**config.mk**
```make
export PLATFORM = sky130hd
export DESIGN_NAME = shp_handler_regs
export DESIGN_NICKNAME = d
export VERILOG_FILES = /design/src/common/shp_pkg.sv /design/src/rtl/shp_handler_regs.sv /design/src/rtl/shp_prio_field.sv /design/src/rtl/shp_flag_bit.sv
export SDC_FILE = /design/constraint.sdc
export NUM_CORES = 1
export LEC_CHECK = 0
export BUFFER_PORTS_ARGS = -buffer_cell sky130_fd_sc_hd__buf_2
export CORE_ASPECT_RATIO = 1.75
export CORE_UTILIZATION = 52
export CTS_BUF_LIST = sky130_fd_sc_hd__clkbuf_8
export CTS_CLUSTER_SIZE = 40
export DETAILED_ROUTE_END_ITERATION = 16
export HOLD_SLACK_MARGIN = 0.02
export PLACE_DENSITY = 0.87
export SLEW_MARGIN = 20
export SYNTH_ARGS = -nofsm -noshare
export SYNTH_HDL_FRONTEND = slang
export SYNTH_SLANG_ARGS = --single-unit
```
**constraint.sdc**
```tcl
create_clock -name sys_clk -period 4.66 [get_ports sys_clk]
set_clock_uncertainty 0.15 [all_clocks]
set_input_delay 0.932 -clock sys_clk [delete_from_list [all_inputs] [get_ports sys_clk]]
set_output_delay 0.932 -clock sys_clk [all_outputs]
set_load 0.05 [all_outputs]
```
**src/common/shp_pkg.sv**
```systemverilog
// Notes on behaviour
// - bank one byte 0: memfault priority
// - bank one byte 1: busfault priority
// - bank one byte 2: usagefault; top byte reserved
// - bank two top byte: supervisor call priority
// - bank three byte 2: pendable service priority
// - bank three top byte: tick priority
// - enable bits for usage, bus, memfault handlers
// - fault on disabled handler escalates to hard fault
// - bits 15..12 show pending; writes change them
// - active flags read 1 while exception active
// - bit 8 shows debug monitor active
// - writes to active flags change active status
// - priority fields keep upper nibble only
package shp_pkg;
    // ----------------------------------------
    // register offsets (word aligned)
    // ----------------------------------------
    localparam logic [3:0] SHP_OFF_PRIO_ONE = 4'h0;
    localparam logic [3:0] SHP_OFF_PRIO_TWO = 4'h4;
    localparam logic [3:0] SHP_OFF_PRIO_THREE = 4'h8;
    localparam logic [3:0] SHP_OFF_CTRL = 4'hC;
    // ----------------------------------------
    // control/state bit positions
    // ----------------------------------------
    localparam int SHP_BIT_USG_EN = 18;
    localparam int SHP_BIT_BUS_EN = 17;
    localparam int SHP_BIT_MEM_EN = 16;
    localparam int SHP_BIT_SVC_PEND = 15;
    localparam int SHP_BIT_BUS_PEND = 14;
    localparam int SHP_BIT_MEM_PEND = 13;
    localparam int SHP_BIT_USG_PEND = 12;
    localparam int SHP_BIT_TICK_ACT = 11;
    localparam int SHP_BIT_PSV_ACT = 10;
    localparam int SHP_BIT_MON_ACT = 8;
    localparam int SHP_BIT_SVC_ACT = 7;
    localparam int SHP_BIT_USG_ACT = 3;
    localparam int SHP_BIT_BUS_ACT = 1;
    localparam int SHP_BIT_MEM_ACT = 0;
    // ----------------------------------------
    // priority byte lanes and reset values
    // ----------------------------------------
    localparam int SHP_LANE_MEM = 0;
    localparam int SHP_LANE_BUS = 1;
    localparam int SHP_LANE_USG = 2;
    localparam int SHP_LANE_SVC = 3;
    localparam int SHP_LANE_PSV = 2;
    localparam int SHP_LANE_TICK = 3;
    localparam logic [3:0] SHP_PRIO_RESET = 4'h0;
    localparam logic [31:0] SHP_WORD_ZERO = 32'h0000_0000;
    // flag vector index order: mem, bus, usg, svc, psv, tick
    localparam int SHP_NUM_EXC = 6;
    localparam int SHP_EX_MEM = 0;
    localparam int SHP_EX_BUS = 1;
    localparam int SHP_EX_USG = 2;
    localparam int SHP_EX_SVC = 3;
    localparam int SHP_EX_PSV = 4;
    localparam int SHP_EX_TICK = 5;
endpackage

```
**src/rtl/shp_handler_regs.sv**
```systemverilog
// The register addresses and strobed register access are this design's own decisions.
`timescale 1ns/1ns
module shp_handler_regs
    import shp_pkg::*;
(
    input wire logic sys_clk,
    input wire logic sys_rst,
    input wire logic [3:0] reg_addr,
    input wire logic [31:0] reg_wdata,
    input wire logic reg_wr,
    input wire logic reg_rd,
    output logic [31:0] reg_rdata,
    input wire logic [SHP_NUM_EXC-1:0] pend_set,
    input wire logic [SHP_NUM_EXC-1:0] pend_clr,
    input wire logic [SHP_NUM_EXC-1:0] act_set,
    input wire logic [SHP_NUM_EXC-1:0] act_clr,
    input wire logic mon_act_in,
    input wire logic [2:0] fault_req,
    output logic [2:0] fault_take,
    output logic hard_fault,
    output logic [SHP_NUM_EXC-1:0] pend_out,
    output logic [SHP_NUM_EXC-1:0] act_out,
    output logic [2:0] enable_out,
    output logic [47:0] prio_out
);
    // ----------------------------------------
    // address decode
    // ----------------------------------------
    wire wr_one = reg_wr && (reg_addr == SHP_OFF_PRIO_ONE);
    wire wr_two = reg_wr && (reg_addr == SHP_OFF_PRIO_TWO);
    wire wr_three = reg_wr && (reg_addr == SHP_OFF_PRIO_THREE);
    wire wr_ctrl = reg_wr && (reg_addr == SHP_OFF_CTRL);

    // ----------------------------------------
    // priority fields
    // ----------------------------------------
    logic [7:0] memfault_priority;
    logic [7:0] busfault_priority;
    logic [7:0] usagefault_priority;
    logic [7:0] supervisor_call_priority;
    logic [7:0] pendable_service_priority;
    logic [7:0] tick_priority;

    function automatic logic [7:0] lane(input logic [31:0] w, input int n);
        lane = w[8*n +: 8];
    endfunction

    shp_prio_field u_mem (.sys_clk(sys_clk), .sys_rst(sys_rst), .wr_en(wr_one),
        .wr_byte(lane(reg_wdata, SHP_LANE_MEM)), .prio(memfault_priority));
    shp_prio_field u_bus (.sys_clk(sys_clk), .sys_rst(sys_rst), .wr_en(wr_one),
        .wr_byte(lane(reg_wdata, SHP_LANE_BUS)), .prio(busfault_priority));
    shp_prio_field u_usg (.sys_clk(sys_clk), .sys_rst(sys_rst), .wr_en(wr_one),
        .wr_byte(lane(reg_wdata, SHP_LANE_USG)), .prio(usagefault_priority));
    shp_prio_field u_svc (.sys_clk(sys_clk), .sys_rst(sys_rst), .wr_en(wr_two),
        .wr_byte(lane(reg_wdata, SHP_LANE_SVC)), .prio(supervisor_call_priority));
    shp_prio_field u_psv (.sys_clk(sys_clk), .sys_rst(sys_rst), .wr_en(wr_three),
        .wr_byte(lane(reg_wdata, SHP_LANE_PSV)), .prio(pendable_service_priority));
    shp_prio_field u_tick (.sys_clk(sys_clk), .sys_rst(sys_rst), .wr_en(wr_three),
        .wr_byte(lane(reg_wdata, SHP_LANE_TICK)), .prio(tick_priority));

    // ----------------------------------------
    // enables
    // ----------------------------------------
    logic [2:0] enable_reg;
    logic [2:0] enable_next;
    // order: [0] mem, [1] bus, [2] usage
    assign enable_next = wr_ctrl ? {reg_wdata[SHP_BIT_USG_EN], reg_wdata[SHP_BIT_BUS_EN],
        reg_wdata[SHP_BIT_MEM_EN]} : enable_reg;

    // ----------------------------------------
    // pending and active flags
    // ----------------------------------------
    // one driver per bit (flag instance or tie-off), so nets rather than variables
    wire [SHP_NUM_EXC-1:0] pend_flag;
    wire [SHP_NUM_EXC-1:0] act_flag;
    logic [SHP_NUM_EXC-1:0] pend_wval;
    logic [SHP_NUM_EXC-1:0] act_wval;
    logic [SHP_NUM_EXC-1:0] pend_impl;
    // pendable service and tick pending bits live elsewhere
    assign pend_impl = 6'b00_1111;
    assign pend_wval = {2'b00, reg_wdata[SHP_BIT_SVC_PEND], reg_wdata[SHP_BIT_USG_PEND],
        reg_wdata[SHP_BIT_BUS_PEND], reg_wdata[SHP_BIT_MEM_PEND]};
    assign act_wval = {reg_wdata[SHP_BIT_TICK_ACT], reg_wdata[SHP_BIT_PSV_ACT],
        reg_wdata[SHP_BIT_SVC_ACT], reg_wdata[SHP_BIT_USG_ACT],
        reg_wdata[SHP_BIT_BUS_ACT], reg_wdata[SHP_BIT_MEM_ACT]};

    // escalation: a disabled fault handler never pends its own flag
    wire [2:0] fault_own = fault_req & enable_reg;
    wire [SHP_NUM_EXC-1:0] pend_set_eff = pend_set | {3'b000, fault_own};

    genvar g;
    generate
        for (g = 0; g < SHP_NUM_EXC; g++) begin : g_flag
            if (g < 4) begin : g_pend
                shp_flag_bit u_pend (.sys_clk(sys_clk), .sys_rst(sys_rst),
                    .sw_wr(wr_ctrl && pend_impl[g]), .sw_val(pend_wval[g]),
                    .hw_set(pend_set_eff[g]), .hw_clr(pend_clr[g]), .flag(pend_flag[g]));
            end else begin : g_nopend
                assign pend_flag[g] = 1'b0;
            end
            shp_flag_bit u_act (.sys_clk(sys_clk), .sys_rst(sys_rst),
                .sw_wr(wr_ctrl), .sw_val(act_wval[g]),
                .hw_set(act_set[g]), .hw_clr(act_clr[g]), .flag(act_flag[g]));
        end
    endgenerate

    // ----------------------------------------
    // read mux
    // ----------------------------------------
    logic mon_sync_reg;
    logic [31:0] ctrl_word;
    always_comb begin
        ctrl_word = SHP_WORD_ZERO;
        ctrl_word[SHP_BIT_USG_EN] = enable_reg[2];
        ctrl_word[SHP_BIT_BUS_EN] = enable_reg[1];
        ctrl_word[SHP_BIT_MEM_EN] = enable_reg[0];
        ctrl_word[SHP_BIT_SVC_PEND] = pend_flag[SHP_EX_SVC];
        ctrl_word[SHP_BIT_BUS_PEND] = pend_flag[SHP_EX_BUS];
        ctrl_word[SHP_BIT_MEM_PEND] = pend_flag[SHP_EX_MEM];
        ctrl_word[SHP_BIT_USG_PEND] = pend_flag[SHP_EX_USG];
        ctrl_word[SHP_BIT_TICK_ACT] = act_flag[SHP_EX_TICK];
        ctrl_word[SHP_BIT_PSV_ACT] = act_flag[SHP_EX_PSV];
        ctrl_word[SHP_BIT_MON_ACT] = mon_sync_reg;
        ctrl_word[SHP_BIT_SVC_ACT] = act_flag[SHP_EX_SVC];
        ctrl_word[SHP_BIT_USG_ACT] = act_flag[SHP_EX_USG];
        ctrl_word[SHP_BIT_BUS_ACT] = act_flag[SHP_EX_BUS];
        ctrl_word[SHP_BIT_MEM_ACT] = act_flag[SHP_EX_MEM];
    end

    logic [31:0] rd_sel;
    // reserved top byte of bank one reads zero
    assign rd_sel = (reg_addr == SHP_OFF_PRIO_ONE) ?
            {8'h00, usagefault_priority, busfault_priority, memfault_priority} :
        (reg_addr == SHP_OFF_PRIO_TWO) ? {supervisor_call_priority, 24'h000000} :
        (reg_addr == SHP_OFF_PRIO_THREE) ?
            {tick_priority, pendable_service_priority, 16'h0000} :
        (reg_addr == SHP_OFF_CTRL) ? ctrl_word : SHP_WORD_ZERO;

    // ----------------------------------------
    // registers and outputs
    // ----------------------------------------
    always_ff @(posedge sys_clk) begin
        if (sys_rst) begin
            enable_reg <= 3'b000;
            mon_sync_reg <= 1'b0;
            reg_rdata <= SHP_WORD_ZERO;
            fault_take <= 3'b000;
            hard_fault <= 1'b0;
            pend_out <= '0;
            act_out <= '0;
            enable_out <= 3'b000;
            prio_out <= '0;
        end else begin
            enable_reg <= enable_next;
            mon_sync_reg <= mon_act_in;
            reg_rdata <= reg_rd ? rd_sel : SHP_WORD_ZERO;
            fault_take <= fault_own;
            hard_fault <= |(fault_req & ~enable_reg);
            pend_out <= pend_flag;
            act_out <= act_flag;
            enable_out <= enable_reg;
            prio_out <= {tick_priority, pendable_service_priority, supervisor_call_priority,
                usagefault_priority, busfault_priority, memfault_priority};
        end
    end
endmodule

```
**src/rtl/shp_prio_field.sv**
```systemverilog
`timescale 1ns/1ns
// one priority field; only upper nibble is stored
module shp_prio_field
    import shp_pkg::*;
(
    input wire logic sys_clk,
    input wire logic sys_rst,
    input wire logic wr_en,
    input wire logic [7:0] wr_byte,
    output logic [7:0] prio
);
    logic [3:0] nib_reg;

    always_ff @(posedge sys_clk) begin
        if (sys_rst) begin
            nib_reg <= SHP_PRIO_RESET;
        end else if (wr_en) begin
            nib_reg <= wr_byte[7:4];
        end
    end

    assign prio = {nib_reg, 4'h0};
endmodule

```
**src/rtl/shp_flag_bit.sv**
```systemverilog
`timescale 1ns/1ns
// core-set/clear flag with software write; core set wins, software write beats core clear
module shp_flag_bit (
    input wire logic sys_clk,
    input wire logic sys_rst,
    input wire logic sw_wr,
    input wire logic sw_val,
    input wire logic hw_set,
    input wire logic hw_clr,
    output logic flag
);
    logic flag_reg;
    logic flag_next;

    // set beats any clear so an event is never lost
    assign flag_next = hw_set ? 1'b1 : (sw_wr ? sw_val : (hw_clr ? 1'b0 : flag_reg));

    always_ff @(posedge sys_clk) begin
        if (sys_rst) begin
            flag_reg <= 1'b0;
        end else begin
            flag_reg <= flag_next;
        end
    end

    assign flag = flag_reg;
endmodule

```
==> summary.md <==
| Metric | Value |
|---|---|
| Status | finished, final reports clean |
| Detailed-route DRC error count | 0 |
| RSZ-0062 raised after global routing | false |
| DP Area | ~4200 um2 |
| Netlist area before placement | 3690 um2 |
| CTS Sinks | about 100 |
| Largest cells by area after synthesis | dfxtp_1 56%, nor2b_1 8.3%, buf_4 6.7% |
| Int Pwr | roughly 1200 uW |
| Static Leak | between 0.0015 and 0.002 uW |
| Share of cells above drive strength 1 | 28.06% |
| Post-DRT Antenna Nets | 0 |
| Initial Util | 53.81% |
| Sequential element share of the synthesized area | 56.43% |
| Area growth syn-to-layout | 18.48% |
| Critical Path End Type | register |
| Reg power frac | 56.7% |
| Post-synth top area share | a little under three fifths |
| 1st-pass router iterations | 5 |
| CTS tree | built |
| Worst setup SP type | primary input |
| Crit path kind | primary input to register |
| Worst Setup EP | reg_rdata[4] |
| Max VDD drop | 0.1830 mV |
| Yosys Warn Count | 0 |
| Worst Hold Class | register to register |
| CTS max path bufs | 2 |
| Via count of the routed design | approximately 2900 |
| Finished Cell Area | 4372 um2 |
| Yosys cell types | 25 |
| Reg2reg setup slack | between 3 and 4 ns |
| Commonest non-fill, non-tap cell in the layout | buf_2 |
| Crit Path Max Fanout | 15 |
| Most frequent cells in the layout | 121 x buf_2, 104 x dfxtp_1, 49 x nor2b_1, 37 x o21ai_0, 37 x a21oi_1 |
| Hold-fix buffers, CTS | 0 |
| Row count | 40 |
| Worst Path Arrival | 2.45 ns |
| Vias in the first global route | approximately 2700 |
| Final Hold Fails | 0 |
| Crit path required time | 4.82 ns |
| Crit Reg-Reg Endpoint | hard_fault |
| Die Span Y | 113.4 um |
| DR vias/cell | 5.057 |
| Core area | 6857 um2 |
| Max-Cap Viols | 0 |
| I/O pin count | 167 |
| Initial antenna violation count | 0 |
| Area of the multi-input gates | ~1400 um2 |
| CTS root buf | clkbuf_8 |
| Clock transition at the registers of the reported paths | 0.09 ns |
| Synth Register Bits | 104 |
| Diode count | 0 |
| Chip width | between 60 and 70 um |
| Gpl congestion | 0.8376 |
| Global route overflow | 0 |
| Switching Power | 422.2 uW |
| Max reg flops | 25 |
| Maximum clock frequency | about 440 MHz |
| CP max-delay cell | or4b_1 |
| Critical path origin | sys_rst |
| Post-CTS Setup Bufs | 0 |
| Fillers | 603 |
| Final Setup Violations | 0 |
| CTS Buf Count | 9 |
| Least-Margin Pin Slew | 1.034 ns |
| Period utilization | 49.09% |
| CP cell instances | buf_2 -> or4b_1 -> nor3_1 -> and2_1 |
| Htree depth | 3 |
| Synth area leader | dfxtp_1 |
| Drt first-iter violations | 325 |
| # port buffers | 121 |
| Worst slew margin | 31.08% |
| Die area | 7450 um2 |
| Slowest stage delay, CP | 0.85 ns |
| Tmin final | 2.288 ns |
| Final #Nets | about 560 |
| Reg with most FFs | reg_rdata |
| DP HPWL | 5.642 mm |
| Largest registers | reg_rdata (25), prio_out (24) |
| Comb power frac | 11.2% |
| Largest net degree at the start of global routing | 77 |
| Syn Inst Count | 386 |
| Clock Power Share | between 30% and 40% |
| Worst skew pair latency | approximately 0.36 ns |
| Final slew viol count | 0 |
| Global-route wire length before repair | 12.81 mm |
| Pwr Density | 367.5 nW/um2 |
| R2r worst-path depth | 3 |
| Setup tns final | 0 ns |
| Total Wirelength | 8.162 mm |
| RR Startpoint | enable_reg[2] |
| Syn avg cell area | roughly 9.6 um2 |
| Net Sw Frac | 26.28% |
| Resize count post-CTS | 0 |
| Overall Global Routing Usage | between 20% and 30% |
| WL/cell | approximately 14 um |
| FF/Latch Area | 2082 um2 |
==> critical path, delay by kind of cell <==
| kind | cells | cell delay [ns] |
|---|---|---|
| simple gates | 3 | 1.41 |
| buf+inv | 1 | 0.11 |
==> worst min-delay path by stage <==
stage / start / endpoint / cells past startpoint
6_report: mon_sync_reg / reg_rdata[8] / 1
3_5_place_dp: mon_sync_reg / reg_rdata[8] / 1
5_1_grt: mon_sync_reg / reg_rdata[8] / 1
3_3_place_gp: mon_sync_reg / reg_rdata[8] / 1
2_1_floorplan: mon_sync_reg / reg_rdata[8] / 1
4_1_cts: mon_sync_reg / reg_rdata[8] / 1
==> cell type report <==
cell class                 instances  share of cell area (%)
inverter                           3                  0.2576
clock buffer                       9                   2.833
sequential                       104                   47.62
timing repair buffer             124                   14.37
multi-input combinational        252                   31.22
clock inverter                     7                   1.288
tap                               84                   2.404
==> metal layers <==
layer	vias to the layer above	track usage, %	part of all wire (%)
met1	1352	24.60	36
li1	1451	-	-
met4	0	11.30	2.0
met3	12	6.700	6.2
met2	133	39.93	55
met5	-	0	0
==> synthesized netlist by cell type <==
cell type  instances
or2_4              1
o21ai_0           37
nor3b_2            1
clkbuf_1          16
nand3_1           30
conb_1             1
mux2i_1            4
clkbuf_2           1
and2_1            13
nor2_1            17
inv_1              3
buf_2              9
nor2b_1           49
or2_2              1
a222oi_1           1
buf_4             33
nor3_1             4
nand2b_1           2
a22oi_1            9
or3b_1             1
or4b_1             1
a31oi_1           10
a21oi_1           37
nand2_1            1
dfxtp_1          104
==> power by group through the flow <==
stage,registers [uW],logic (uW),clock network [uW]
2_1_floorplan,955,130,0
3_3_place_gp,931,176,0
3_5_place_dp,932,178,0
4_1_cts,912,179,529
5_1_grt,914,192,571
6_report,912,180,515
==> cells by family (layout without fill, tap and decap cells) <==
kind of cell / count (synthesis) / in the layout / synth area share [%]
DFF: 104 / 104 / 56.43
buffers and inverters: 62 / 143 / 10.00
AOI/OAI and AO/OA: 94 / 94 / 13.84
and+or+nand+nor: 121 / 121 / 18.55
muxes: 4 / 4 / 1.085
other: 1 / 33 / 0.1016
==> per-stage QoR <==
step                instances  hold WS [ns]  power, uW  worst slack, ns  utilization, %
floorplan                 418        0.2557       1085            2.515               -
global placement          567        0.2637       1108            2.014           61.13
detailed placement        567        0.2734       1111            1.992           61.13
CTS                       583        0.2953       1620            2.387           63.76
global route              583        0.3269       1676            2.308           63.76
finish                    583        0.2881       1607            2.372           63.76
Note: power is estimated with default switching activity, not from simulation.
